===== src/hw/idu_defines.svh =====
`ifndef IDU_DEFINES_SVH
`define IDU_DEFINES_SVH
// register byte addresses
`define IDU_AW 8
`define IDU_A_CTRL 8'h00
`define IDU_A_STATUS 8'h04
`define IDU_A_OPWORD 8'h08
`define IDU_A_EXTWORD 8'h0C
`define IDU_A_SRCOP 8'h10
`define IDU_A_CCR 8'h14
`define IDU_A_DREG_LO 8'h40
`define IDU_A_DREG_HI 8'h5C
// axi responses
`define IDU_RESP_OKAY 2'h0
`define IDU_RESP_DECERR 2'h3
// control and status bits
`define IDU_CTRL_START 0
`define IDU_ST_BUSY 0
`define IDU_ST_DONE 1
`define IDU_ST_TRAP 2
`define IDU_ST_ILLEGAL 3
`define IDU_ST_OVF 4
// opcode fields
`define IDU_OP_WORD_TOP 4'h8
`define IDU_OPM_SIGNED 3'h7
`define IDU_OPM_UNSIGNED 3'h3
`define IDU_OP_LONG 10'h131
`define IDU_EXT_SIGNED 11
`define IDU_EXT_SIZE 10
`define IDU_EXT_DA 15
// addressing modes
`define IDU_MODE_DN 3'h0
`define IDU_MODE_AN 3'h1
`define IDU_MODE_EXT 3'h7
`define IDU_EXT_IMM 3'h4
// divider
`define IDU_ITER 7'h40
`define IDU_LIM_W_POS 64'h0000_0000_0000_7FFF
`define IDU_LIM_W_NEG 64'h0000_0000_0000_8000
`define IDU_LIM_L_POS 64'h0000_0000_7FFF_FFFF
`define IDU_LIM_L_NEG 64'h0000_0000_8000_0000
`endif


===== src/hw/idu_pkg.sv =====
`default_nettype none
package idu_pkg;
  typedef enum logic [1:0] {IDU_IDLE, IDU_RUN, IDU_FIN} idu_state_t;
  typedef struct packed {
    logic x;
    logic n;
    logic z;
    logic v;
    logic c;
  } idu_ccr_t;
  typedef struct packed {
    logic valid;
    logic long_f;
    logic signed_f;
    logic size64;
    logic [2:0] dq;
    logic [2:0] dr;
    logic src_dreg;
  } idu_op_t;
endpackage
`default_nettype wire


===== src/hw/idu_divide_unit.sv =====
// Summary of operation
// - negative flag follows quotient sign; kept on overflow or zero divide
// - zero flag set when quotient is zero; kept on overflow or zero divide
// - overflow flag set on overflow, cleared otherwise, kept on zero divide; carry cleared; extend kept
// - word form: top nibble 1000, reg 11-9, opmode 111 or 011, ea 5-0
// - word form register field picks destination, also the 32-bit dividend
// - source accepts data modes only; address register direct is illegal
// - mode 111 subfield: short, long, pc disp, pc indexed, immediate
// - word form overflows when quotient misses 16-bit range; unsigned here overflows above 7FFF
// - long forms overflow when quotient misses 32-bit range; unsigned here overflows above 7FFF_FFFF
// - long quotient register gives low dividend and takes the quotient
// - size bit picks 32-bit dividend or 64-bit register pair
// - remainder register gets remainder unless it names quotient register
// - with size one the remainder register gives upper dividend half
// - word form: quotient to low half, remainder to high half
// - first long form writes only the 32-bit quotient
// - 64/32 long form returns quotient and remainder
// - 32/32 remainder form returns quotient and remainder separately
// - zero divisor requests a trap, no result written
// - on overflow set overflow flag, leave destinations untouched
// - unsigned variants treat operands and results as unsigned
// - signed word remainder takes the dividend sign
// - signed variants use two's complement operands and results
`include "idu_defines.svh"
`default_nettype none
module idu_divide_unit
  import idu_pkg::*;
(
  // clock and reset
  input wire logic aclk,
  input wire logic aresetn,
  // axi4-lite write address and data
  input wire logic [`IDU_AW-1:0] s_axi_awaddr,
  input wire logic s_axi_awvalid,
  output logic s_axi_awready,
  input wire logic [31:0] s_axi_wdata,
  input wire logic [3:0] s_axi_wstrb,
  input wire logic s_axi_wvalid,
  output logic s_axi_wready,
  // axi4-lite write response
  output logic [1:0] s_axi_bresp,
  output logic s_axi_bvalid,
  input wire logic s_axi_bready,
  // axi4-lite read
  input wire logic [`IDU_AW-1:0] s_axi_araddr,
  input wire logic s_axi_arvalid,
  output logic s_axi_arready,
  output logic [31:0] s_axi_rdata,
  output logic [1:0] s_axi_rresp,
  output logic s_axi_rvalid,
  input wire logic s_axi_rready,
  // sequencer handshake
  output logic div_busy,
  output logic div_done,
  output logic div_trap
);

  function automatic logic [31:0] apply_strb(input logic [31:0] old,
                                             input logic [31:0] val,
                                             input logic [3:0] strb);
    logic [31:0] r;
    r = old;
    for (int i = 0; i < 4; i++) begin
      if (strb[i]) begin
        r[i*8 +: 8] = val[i*8 +: 8];
      end
    end
    return r;
  endfunction

  function automatic logic [63:0] mag64(input logic [63:0] x,
                                        input logic s);
    return s ? (~x + 64'h1) : x;
  endfunction

  function automatic logic [31:0] mag32(input logic [31:0] x,
                                        input logic s);
    return s ? (~x + 32'h1) : x;
  endfunction

  ////////////////////////////////////////////////////////////////////////////
  // axi4-lite slave
  logic awready_q, wready_q, bvalid_q, arready_q, rvalid_q;
  logic [`IDU_AW-1:0] awaddr_q;
  logic [31:0] wdata_q, rdata_q;
  logic [3:0] wstrb_q;
  logic [1:0] bresp_q, rresp_q;
  logic wr_fire;
  logic wr_ctrl, wr_op, wr_ext, wr_src, wr_ccr, wr_dreg, wr_hit;
  logic [31:0] rd_val;
  logic rd_hit;

  logic [15:0] opword_q, extword_q;
  logic [31:0] srcop_q;
  idu_ccr_t ccr_q;
  logic [31:0] dreg_q [8];
  logic [4:0] status_q;
  idu_state_t state_q;

  assign wr_fire = !awready_q && !wready_q && !bvalid_q;

  always_comb begin
    wr_ctrl = 1'b0;
    wr_op = 1'b0;
    wr_ext = 1'b0;
    wr_src = 1'b0;
    wr_ccr = 1'b0;
    wr_dreg = 1'b0;
    if (awaddr_q == `IDU_A_CTRL) begin
      wr_ctrl = 1'b1;
    end else if (awaddr_q == `IDU_A_OPWORD) begin
      wr_op = 1'b1;
    end else if (awaddr_q == `IDU_A_EXTWORD) begin
      wr_ext = 1'b1;
    end else if (awaddr_q == `IDU_A_SRCOP) begin
      wr_src = 1'b1;
    end else if (awaddr_q == `IDU_A_CCR) begin
      wr_ccr = 1'b1;
    end else if (awaddr_q >= `IDU_A_DREG_LO && awaddr_q <= `IDU_A_DREG_HI
                 && awaddr_q[1:0] == 2'h0) begin
      wr_dreg = 1'b1;
    end
    wr_hit = wr_ctrl | wr_op | wr_ext | wr_src | wr_ccr | wr_dreg |
             (awaddr_q == `IDU_A_STATUS);
  end

  always_comb begin
    rd_val = 32'h0;
    rd_hit = 1'b1;
    if (s_axi_araddr == `IDU_A_CTRL) begin
      rd_val = 32'h0;
    end else if (s_axi_araddr == `IDU_A_STATUS) begin
      rd_val = {27'h0, status_q};
    end else if (s_axi_araddr == `IDU_A_OPWORD) begin
      rd_val = {16'h0, opword_q};
    end else if (s_axi_araddr == `IDU_A_EXTWORD) begin
      rd_val = {16'h0, extword_q};
    end else if (s_axi_araddr == `IDU_A_SRCOP) begin
      rd_val = srcop_q;
    end else if (s_axi_araddr == `IDU_A_CCR) begin
      rd_val = {27'h0, ccr_q};
    end else if (s_axi_araddr >= `IDU_A_DREG_LO &&
                 s_axi_araddr <= `IDU_A_DREG_HI &&
                 s_axi_araddr[1:0] == 2'h0) begin
      rd_val = dreg_q[s_axi_araddr[4:2]];
    end else begin
      rd_hit = 1'b0;
    end
  end

  // address and data may arrive in either order; each is held until both
  always_ff @(posedge aclk) begin
    if (!aresetn) begin
      awready_q <= 1'b1;
      wready_q <= 1'b1;
      bvalid_q <= 1'b0;
      bresp_q <= `IDU_RESP_OKAY;
      awaddr_q <= '0;
      wdata_q <= 32'h0;
      wstrb_q <= 4'h0;
    end else begin
      if (awready_q && s_axi_awvalid) begin
        awready_q <= 1'b0;
        awaddr_q <= s_axi_awaddr;
      end
      if (wready_q && s_axi_wvalid) begin
        wready_q <= 1'b0;
        wdata_q <= s_axi_wdata;
        wstrb_q <= s_axi_wstrb;
      end
      if (wr_fire) begin
        bvalid_q <= 1'b1;
        bresp_q <= wr_hit ? `IDU_RESP_OKAY : `IDU_RESP_DECERR;
      end
      if (bvalid_q && s_axi_bready) begin
        bvalid_q <= 1'b0;
        awready_q <= 1'b1;
        wready_q <= 1'b1;
      end
    end
  end

  always_ff @(posedge aclk) begin
    if (!aresetn) begin
      arready_q <= 1'b1;
      rvalid_q <= 1'b0;
      rdata_q <= 32'h0;
      rresp_q <= `IDU_RESP_OKAY;
    end else if (arready_q && s_axi_arvalid) begin
      arready_q <= 1'b0;
      rvalid_q <= 1'b1;
      rdata_q <= rd_val;
      rresp_q <= rd_hit ? `IDU_RESP_OKAY : `IDU_RESP_DECERR;
    end else if (rvalid_q && s_axi_rready) begin
      rvalid_q <= 1'b0;
      arready_q <= 1'b1;
    end
  end

  assign s_axi_awready = awready_q;
  assign s_axi_wready = wready_q;
  assign s_axi_bvalid = bvalid_q;
  assign s_axi_bresp = bresp_q;
  assign s_axi_arready = arready_q;
  assign s_axi_rvalid = rvalid_q;
  assign s_axi_rdata = rdata_q;
  assign s_axi_rresp = rresp_q;

  ////////////////////////////////////////////////////////////////////////////
  // instruction words and source operand
  always_ff @(posedge aclk) begin
    if (!aresetn) begin
      opword_q <= 16'h0;
      extword_q <= 16'h0;
      srcop_q <= 32'h0;
    end else if (wr_fire) begin
      if (wr_op) begin
        opword_q <= 16'(apply_strb({16'h0, opword_q}, wdata_q, wstrb_q));
      end
      if (wr_ext) begin
        extword_q <= 16'(apply_strb({16'h0, extword_q}, wdata_q, wstrb_q));
      end
      if (wr_src) begin
        srcop_q <= apply_strb(srcop_q, wdata_q, wstrb_q);
      end
    end
  end

  ////////////////////////////////////////////////////////////////////////////
  // decode
  idu_op_t dec;
  logic start;
  logic mode_ok;
  logic [2:0] ea_mode, ea_reg;

  assign start = wr_fire && wr_ctrl && wstrb_q[0] &&
                 wdata_q[`IDU_CTRL_START];
  assign ea_mode = opword_q[5:3];
  assign ea_reg = opword_q[2:0];

  always_comb begin
    // address register direct and unused mode 111 subcodes are illegal
    mode_ok = (ea_mode != `IDU_MODE_AN) &&
              !(ea_mode == `IDU_MODE_EXT && ea_reg > `IDU_EXT_IMM);
    dec = '0;
    dec.src_dreg = (ea_mode == `IDU_MODE_DN);
    if (opword_q[15:12] == `IDU_OP_WORD_TOP &&
        (opword_q[8:6] == `IDU_OPM_SIGNED ||
         opword_q[8:6] == `IDU_OPM_UNSIGNED)) begin
      dec.valid = mode_ok;
      dec.signed_f = opword_q[8:6] == `IDU_OPM_SIGNED;
      dec.dq = opword_q[11:9];
      dec.dr = opword_q[11:9];
    end else if (opword_q[15:6] == `IDU_OP_LONG) begin
      dec.valid = mode_ok && !extword_q[`IDU_EXT_DA];
      dec.long_f = 1'b1;
      dec.signed_f = extword_q[`IDU_EXT_SIGNED];
      dec.size64 = extword_q[`IDU_EXT_SIZE];
      dec.dq = extword_q[14:12];
      dec.dr = extword_q[2:0];
    end
  end

  ////////////////////////////////////////////////////////////////////////////
  // operand preparation
  logic [31:0] src_val, dvs_raw, dq_val, dr_val;
  logic [63:0] dvd_raw;
  logic dvd_neg, dvs_neg;

  always_comb begin
    src_val = dec.src_dreg ? dreg_q[ea_reg] : srcop_q;
    dq_val = dreg_q[dec.dq];
    dr_val = dreg_q[dec.dr];
    // unsigned forms never sign-extend
    if (dec.long_f) begin
      dvs_raw = src_val;
    end else begin
      dvs_raw = {{16{dec.signed_f & src_val[15]}}, src_val[15:0]};
    end
    if (dec.long_f && dec.size64) begin
      dvd_raw = {dr_val, dq_val};
    end else begin
      dvd_raw = {{32{dec.signed_f & dq_val[31]}}, dq_val};
    end
    dvd_neg = dec.signed_f & dvd_raw[63];
    dvs_neg = dec.signed_f & dvs_raw[31];
  end

  ////////////////////////////////////////////////////////////////////////////
  // sequencer and restoring divider, one quotient bit per cycle
  idu_op_t op_q;
  logic [6:0] cnt_q;
  logic [63:0] quo_q;
  logic [31:0] rem_q, dvs_q;
  logic qneg_q, rneg_q, busy_q, done_q, trap_q;
  logic [32:0] shifted;

  assign shifted = {rem_q, quo_q[63]};

  always_ff @(posedge aclk) begin
    if (!aresetn) begin
      state_q <= IDU_IDLE;
      op_q <= '0;
      cnt_q <= 7'h0;
      quo_q <= 64'h0;
      rem_q <= 32'h0;
      dvs_q <= 32'h0;
      qneg_q <= 1'b0;
      rneg_q <= 1'b0;
    end else begin
      case (state_q)
        IDU_IDLE: begin
          if (start && dec.valid && dvs_raw != 32'h0) begin
            state_q <= IDU_RUN;
            op_q <= dec;
            cnt_q <= `IDU_ITER;
            quo_q <= mag64(dvd_raw, dvd_neg);
            rem_q <= 32'h0;
            dvs_q <= mag32(dvs_raw, dvs_neg);
            qneg_q <= dvd_neg ^ dvs_neg;
            rneg_q <= dvd_neg;
          end
        end
        IDU_RUN: begin
          if (shifted >= {1'b0, dvs_q}) begin
            rem_q <= 32'(shifted - {1'b0, dvs_q});
            quo_q <= {quo_q[62:0], 1'b1};
          end else begin
            rem_q <= shifted[31:0];
            quo_q <= {quo_q[62:0], 1'b0};
          end
          cnt_q <= cnt_q - 7'h1;
          if (cnt_q == 7'h1) begin
            state_q <= IDU_FIN;
          end
        end
        IDU_FIN: begin
          state_q <= IDU_IDLE;
        end
        default: begin
          state_q <= IDU_IDLE;
        end
      endcase
    end
  end

  ////////////////////////////////////////////////////////////////////////////
  // result, overflow and completion
  logic [63:0] limit;
  logic ovf;
  logic [31:0] q_res, r_res;

  always_comb begin
    // unsigned forms share the signed positive range of the result
    if (!op_q.long_f) begin
      limit = (op_q.signed_f && qneg_q) ? `IDU_LIM_W_NEG : `IDU_LIM_W_POS;
    end else begin
      limit = (op_q.signed_f && qneg_q) ? `IDU_LIM_L_NEG : `IDU_LIM_L_POS;
    end
    ovf = quo_q > limit;
    q_res = mag32(quo_q[31:0], qneg_q);
    r_res = mag32(rem_q, rneg_q);
  end

  always_ff @(posedge aclk) begin
    if (!aresetn) begin
      busy_q <= 1'b0;
      done_q <= 1'b0;
      trap_q <= 1'b0;
      status_q <= 5'h0;
    end else begin
      done_q <= 1'b0;
      trap_q <= 1'b0;
      if (state_q == IDU_IDLE && start) begin
        status_q <= 5'h0;
        if (!dec.valid) begin
          done_q <= 1'b1;
          status_q[`IDU_ST_DONE] <= 1'b1;
          status_q[`IDU_ST_ILLEGAL] <= 1'b1;
        end else if (dvs_raw == 32'h0) begin
          done_q <= 1'b1;
          trap_q <= 1'b1;
          status_q[`IDU_ST_DONE] <= 1'b1;
          status_q[`IDU_ST_TRAP] <= 1'b1;
        end else begin
          busy_q <= 1'b1;
          status_q[`IDU_ST_BUSY] <= 1'b1;
        end
      end else if (state_q == IDU_FIN) begin
        busy_q <= 1'b0;
        done_q <= 1'b1;
        status_q[`IDU_ST_BUSY] <= 1'b0;
        status_q[`IDU_ST_DONE] <= 1'b1;
        status_q[`IDU_ST_OVF] <= ovf;
      end
    end
  end

  assign div_busy = busy_q;
  assign div_done = done_q;
  assign div_trap = trap_q;

  ////////////////////////////////////////////////////////////////////////////
  // data registers and condition codes; the unit's writeback wins over bus
  always_ff @(posedge aclk) begin
    if (!aresetn) begin
      for (int i = 0; i < 8; i++) begin
        dreg_q[i] <= 32'h0;
      end
    end else if (state_q == IDU_FIN) begin
      if (!ovf) begin
        if (!op_q.long_f) begin
          dreg_q[op_q.dq] <= {r_res[15:0], q_res[15:0]};
        end else begin
          dreg_q[op_q.dq] <= q_res;
          if (op_q.dr != op_q.dq) begin
            dreg_q[op_q.dr] <= r_res;
          end
        end
      end
    end else if (wr_fire && wr_dreg) begin
      dreg_q[awaddr_q[4:2]] <= apply_strb(dreg_q[awaddr_q[4:2]], wdata_q,
                                          wstrb_q);
    end
  end

  always_ff @(posedge aclk) begin
    if (!aresetn) begin
      ccr_q <= '0;
    end else if (state_q == IDU_FIN) begin
      ccr_q.c <= 1'b0;
      ccr_q.v <= ovf;
      if (!ovf) begin
        ccr_q.n <= op_q.long_f ? q_res[31] : q_res[15];
        ccr_q.z <= op_q.long_f ? (q_res == 32'h0) :
                                 (q_res[15:0] == 16'h0);
      end
    end else if (state_q == IDU_IDLE && start && dec.valid &&
                 dvs_raw == 32'h0) begin
      ccr_q.c <= 1'b0;
    end else if (wr_fire && wr_ccr && wstrb_q[0]) begin
      ccr_q <= wdata_q[4:0];
    end
  end

  ////////////////////////////////////////////////////////////////////////////
  // checks
  logic ok_done;
  assign ok_done = done_q && !trap_q && !status_q[`IDU_ST_ILLEGAL] &&
                   !status_q[`IDU_ST_OVF];

  property p_carry_clear;
    @(posedge aclk) disable iff (!aresetn)
    (done_q && !status_q[`IDU_ST_ILLEGAL]) |-> !ccr_q.c;
  endproperty
  a_carry_clear: assert property (p_carry_clear)
    else $error("carry not cleared after divide");

  property p_extend_kept;
    @(posedge aclk) disable iff (!aresetn)
    (state_q == IDU_FIN) |=> (ccr_q.x == $past(ccr_q.x));
  endproperty
  a_extend_kept: assert property (p_extend_kept)
    else $error("extend flag changed by divide");

  property p_ovf_nowrite;
    @(posedge aclk) disable iff (!aresetn)
    (state_q == IDU_FIN && ovf) |=> ccr_q.v && done_q &&
      $stable(dreg_q[op_q.dq]) && $stable(dreg_q[op_q.dr]);
  endproperty
  a_ovf_nowrite: assert property (p_ovf_nowrite)
    else $error("destination changed on overflow");

  property p_zero_trap;
    @(posedge aclk) disable iff (!aresetn)
    (state_q == IDU_IDLE && start && dec.valid && dvs_raw == 32'h0) |=>
      trap_q && done_q && state_q == IDU_IDLE ##1 !trap_q;
  endproperty
  a_zero_trap: assert property (p_zero_trap)
    else $error("zero divisor gave no single trap pulse");

  property p_neg_flag;
    @(posedge aclk) disable iff (!aresetn)
    ok_done |-> ccr_q.n == (op_q.long_f ? dreg_q[op_q.dq][31] :
                                          dreg_q[op_q.dq][15]);
  endproperty
  a_neg_flag: assert property (p_neg_flag)
    else $error("negative flag does not match quotient");

  property p_zero_flag;
    @(posedge aclk) disable iff (!aresetn)
    ok_done |-> ccr_q.z == (op_q.long_f ? dreg_q[op_q.dq] == 32'h0 :
                                          dreg_q[op_q.dq][15:0] == 16'h0);
  endproperty
  a_zero_flag: assert property (p_zero_flag)
    else $error("zero flag does not match quotient");

  property p_word_ovf;
    @(posedge aclk) disable iff (!aresetn)
    (state_q == IDU_FIN && !op_q.long_f && op_q.signed_f && !qneg_q &&
     quo_q > `IDU_LIM_W_POS) |-> ovf;
  endproperty
  a_word_ovf: assert property (p_word_ovf)
    else $error("signed word overflow missed");

  property p_done_bound;
    @(posedge aclk) disable iff (!aresetn)
    (state_q == IDU_IDLE && start && dec.valid && dvs_raw != 32'h0) |->
      ##66 done_q;
  endproperty
  a_done_bound: assert property (p_done_bound)
    else $error("divide did not finish in 66 cycles");

  property p_same_reg;
    @(posedge aclk) disable iff (!aresetn)
    (state_q == IDU_FIN && op_q.long_f && !ovf && op_q.dr == op_q.dq) |=>
      dreg_q[op_q.dq] == $past(q_res);
  endproperty
  a_same_reg: assert property (p_same_reg)
    else $error("quotient lost when registers coincide");

  c_trap: cover property (@(posedge aclk) disable iff (!aresetn) trap_q);
  c_ovf: cover property (@(posedge aclk) disable iff (!aresetn)
    state_q == IDU_FIN && ovf);
  c_long_rem: cover property (@(posedge aclk) disable iff (!aresetn)
    state_q == IDU_FIN && !ovf && op_q.size64 && op_q.dr != op_q.dq);

endmodule
`default_nettype wire


===== config.mk =====
export PLATFORM = sky130hd
export DESIGN_NAME = idu_divide_unit
export DESIGN_NICKNAME = d
export VERILOG_FILES = /design/src/hw/idu_pkg.sv /design/src/hw/idu_divide_unit.sv
export VERILOG_INCLUDE_DIRS = /design/src /design/src/hw
export SDC_FILE = /design/constraint.sdc
export NUM_CORES = 2
export LEC_CHECK = 0
export BUFFER_PORTS_ARGS = -buffer_cell sky130_fd_sc_hd__buf_4
export CORE_ASPECT_RATIO = 0.6
export CORE_MARGIN = 4
export CORE_UTILIZATION = 40
export CTS_BUF_LIST = sky130_fd_sc_hd__clkbuf_8
export DETAILED_ROUTE_END_ITERATION = 12
export GPL_ROUTABILITY_DRIVEN = 0
export HOLD_SLACK_MARGIN = 0.02
export PLACE_DENSITY_LB_ADDON = 0.1
export SYNTH_ARGS = -nofsm -noshare
export SYNTH_HDL_FRONTEND = slang
export SYNTH_SLANG_ARGS = --single-unit
export TNS_END_PERCENT = 10

===== constraint.sdc =====
create_clock -name aclk -period 6.7 [get_ports aclk]
set_clock_uncertainty 0.1 [all_clocks]
set_input_delay 0.67 -clock aclk [delete_from_list [all_inputs] [get_ports aclk]]
set_output_delay 0.67 -clock aclk [all_outputs]
set_load 0.02 [all_outputs]

==> summary.txt <==
Logic synthesis
  • Avg Cell Area, Syn: 8.918 um2
  • Simple-Gate Fraction of Synth Area: a little under a fifth
  • Cells after synthesis: ~4,500
  • Synth Flop Type: dfxtp_1
  • Synth unique cells: about 100
  • Cell accounting for the most synthesized area: edfxtp_1
  • Sequential cell area fraction in the yosys report: between 30% and 40%
  • Post-synthesis compound-gate area fraction: 22.44%
  • Yosys synthesis warning count: 0
  • Synthesized Nets: between 4,000 and 5,000
  • Largest family of logic cells by synthesized area: compound AO/OA/AOI/OAI gates
  • Synth top area share: between 10% and 20%
  • Synth area leaders: edfxtp_1 (19%), dfxtp_1 (16%), mux2i_1 (6.0%)
  • Post-Synth XOR/XNOR Area: roughly 3.8%
  • Post-synth EDFFs: between 200 and 300
  • Adder-cell share of the synthesized area: under 10%
  • Mux cell area share after synthesis: around 14%
  • Async SR Flop Fraction: 0%
  • Yosys reg bits: about 570
  • Cell Area, Synth: 39,880 um2

Critical path
  • Max incr delay on CP: between 0.7 and 0.8 ns
  • Delay-heaviest family, CP: simple AND/OR/NAND/NOR gates
  • Critical path data arrival time: between 7 and 8 ns
  • Crit path cell chain: nor3_2, nand4_2, nand2_1, buf_4, nor2_1, buf_4, a22oi_1, o21ai_0, nor4b_2, nand3_1, or4_1, o31ai_1, xor2_1, o22ai_1
  • Setup CP Type: flop to flop
  • CP max FO: 14
  • Critical Path Sink Type: flop
  • Most used cell, CP: buf_4
  • Slowest CP cell: nor4b_2
  • Reg2reg start: opword_q[8]$_SDFFE_PN0P_
  • CP startpoint: opword_q[8]$_SDFFE_PN0P_
  • Worst endpoint required time: 7.29 ns
  • CP Launch Type: flop
  • Buf+Inv Stages, Crit Path: 2

Floorplanning
  • Die ar.: between 100,000 and 150,000 um2
  • Die width: 415.6 um
  • Initial core utilization: 40.47%
  • # IOs: about 100
  • Row count: 89
  • Core Footprint: 98,550 um2
  • Chip Height: between 200 and 300 um

STA
  • RSZ-0062 raised after global routing: no
  • Fmax: about 0.15 GHz
  • Fin. Hold Viols: 0
  • Setup violators final: 0
  • Final Max Slew Viols: 5
  • Max-slew headroom: -3.176%
  • Final period util: between 90% and 100%
  • TNS Setup: 0 ns
  • Final min period: roughly 6.5 ns
  • Actual slew at the worst max-slew pin: about 1.5 ns

Route
  • DR vias: approximately 42,000
  • Final ANT Viol Nets: 0
  • DRT iter0 DRCs: 7,665
  • WL final: 209.1 mm
  • Vias per cell: between 7 and 8
  • DRC violations left: 0
  • Drt wl/cell: between 30 and 40 um
  • Number of iterations in the first detailed-routing pass: 8

Pwr
  • Int Power: 5689 uW
  • PD cells: ~180 nW/um2
  • Share of power burned in registers: 48.6%
  • Sw power: 2205 uW
  • Leak Pwr: ~0.016 uW
  • Clk pwr share: between 40% and 50%
  • Maximum VDD drop: between 0.15 and 0.2 mV
  • Combinational Power Share: under 10%
  • Switching share of power: 27.93%

Clock tree
  • Clock sinks: roughly 570
  • Number of buffers created by CTS: a little over 90
  • Maximum clock insertion buffer count: 3
  • TritonCTS clock tree: built
  • Post CTS Setup Buffer Count: 0
  • Clk_lat worst skew: ~0.9 ns
  • Root Buffer: clkbuf_8
  • Clock transition at the registers of the reported paths: about 0.070 ns
  • H-Tree Level Count: 3

Flow run
  • Max Cap Viol: 1

Placed design
  • HPWL Detailed: about 160 mm
  • Port bufs: a little over 100

Layout
  • Core Util, Final: 45.49%
  • Most frequent cells in the layout: nand2_1 (583), dfxtp_1 (307), o22ai_1 (281), edfxtp_1 (256), buf_4 (248)
  • Area Growth Syn to Fin: 12.41%
  • Share of cells above drive strength 1: 13.89%
  • Fin nets: about 4,700
  • Commonest non-fill, non-tap cell in the layout: nand2_1

GRT
  • Largest net degree at the start of global routing: ~160
  • Initial antenna violation count: 6
  • Vias in the first global route: roughly 37,000
  • First-pass GRT wire length: 289.6 mm
  • Gr ovfl total: 0
  • Tot GR Track Use: about two fifths

Min path
  • Min-Delay Startpoint: aresetn
  • Worst Hold Class: primary input to flop

Run status
  • Status: complete, but fails checks
  • Violated checks: max-capacitance violations, max-slew violations
-- power by group through the flow --
stage / registers [uW] / logic [uW] / clock network (uW)
2_1_floorplan: 3840 / 342 / 0
3_3_place_gp: 3900 / 584 / 0
3_5_place_dp: 3900 / 583 / 0
4_1_cts: 3830 / 609 / 3420
5_1_grt: 3840 / 657 / 3580
6_report: 3840 / 631 / 3420
-- repair_timing --
| item | CTS | global route |
|---|---|---|
| hold buffers | 50 | 0 |
| endpoints found under the hold margin | 49 | 0 |
| gates resized for setup | 0 | 0 |
-- worst register-to-register path: cells and delay by family, from the launching register on --
family / cells / cell delay, ns
and+or+nand+nor: 7 / 4.16
AOI/OAI and AO/OA: 4 / 0.90
buffers and inverters: 2 / 0.61
DFF: 1 / 0.38
xor gates and xnor gates: 1 / 0.18
-- metrics by stage --
stage	instance area [um2]	hold WS, ns	worst slack (ns)	total power, uW	std cells
after floorplan	39880	0.3221	1.415	4181	4472
after global placement	42370	0.3338	1.034	4486	5704
after detailed placement	42370	0.3395	0.7597	4483	5704
after CTS	44800	0.04813	0.6813	7854	5920
after global routing	44800	0.08177	0.2432	8072	5920
final	44830	0.08775	0.2258	7894	5932
-- routing by layer --
| layer | wire length, um | share of wire [%] | vias to the layer above | GRT usage [%] |
|---|---|---|---|---|
| met5 | 391 | 0.19 | - | 2.364 |
| met4 | 8615 | 4.1 | 14 | 13.11 |
| met3 | 39470 | 19 | 499 | 22.66 |
| met2 | 72490 | 35 | 3566 | 45.42 |
| met1 | 88150 | 42 | 20330 | 55.35 |
| li1 | - | - | 17220 | - |
-- registers in the layout, summed over array words and instances (netlist names), 2 cells and up, named ones only --
signal,count
op_q,8
dvs_q,32
awaddr_q,8
state_q,2
rem_q,32
srcop_q,32
wstrb_q,4
s_axi_rdata,32
opword_q,16
dreg_q,256
ccr_q,5
quo_q,64
cnt_q,7
extword_q,16
wdata_q,32
status_q,5
-- cell usage after synthesis, types with 62 or more instances --
master      n
a211oi_1   72
a21boi_0   65
a21oi_1   185
a22oi_1    97
and3_1     77
clkbuf_1  238
dfxtp_1   310
edfxtp_1  256
ha_1       72
inv_1      62
mux2i_1   241
mux4_2    104
nand2_1   584
nand3_1   155
nor2_1    251
nor2b_1   108
o21ai_0   184
o22ai_1   282
xor2_1    118
-- worst paths after layout --
path | cells after the start | to | slack [ns]
setup reg to reg | 14 | quo_q[54]$_SDFFE_PN0P_ | 0.23
hold / removal | 2 | wdata_q[29]$_SDFFE_PN0P_ | 0.09
setup / recovery | 14 | quo_q[54]$_SDFFE_PN0P_ | 0.23
hold reg to reg | 2 | status_q[3]$_SDFFE_PN0P_ | 0.35
-- logic make-up after synthesis --
| kind of cell | Yosys count |
|---|---|
| xor+xnor | 174 |
| compound gates | 1317 |
| flops | 566 |
| fa+ha+maj | 73 |
| buf+inv | 408 |
| mux | 402 |
| simple gates | 1532 |
-- area by class of cell --
type | instances | area [um2]
Tap cell | 1319 | 1650
Clock buffer | 102 | 1404
Antenna cell | 12 | 30.03
Inverter | 64 | 240.2
Clock inverter | 64 | 524.3
Fill cell | 9678 | 53720
Multi-Input combinational cell | 3498 | 24550
Timing Repair Buffer | 307 | 2525
Sequential cell | 566 | 13900
Power figures use the tool's default switching activity.
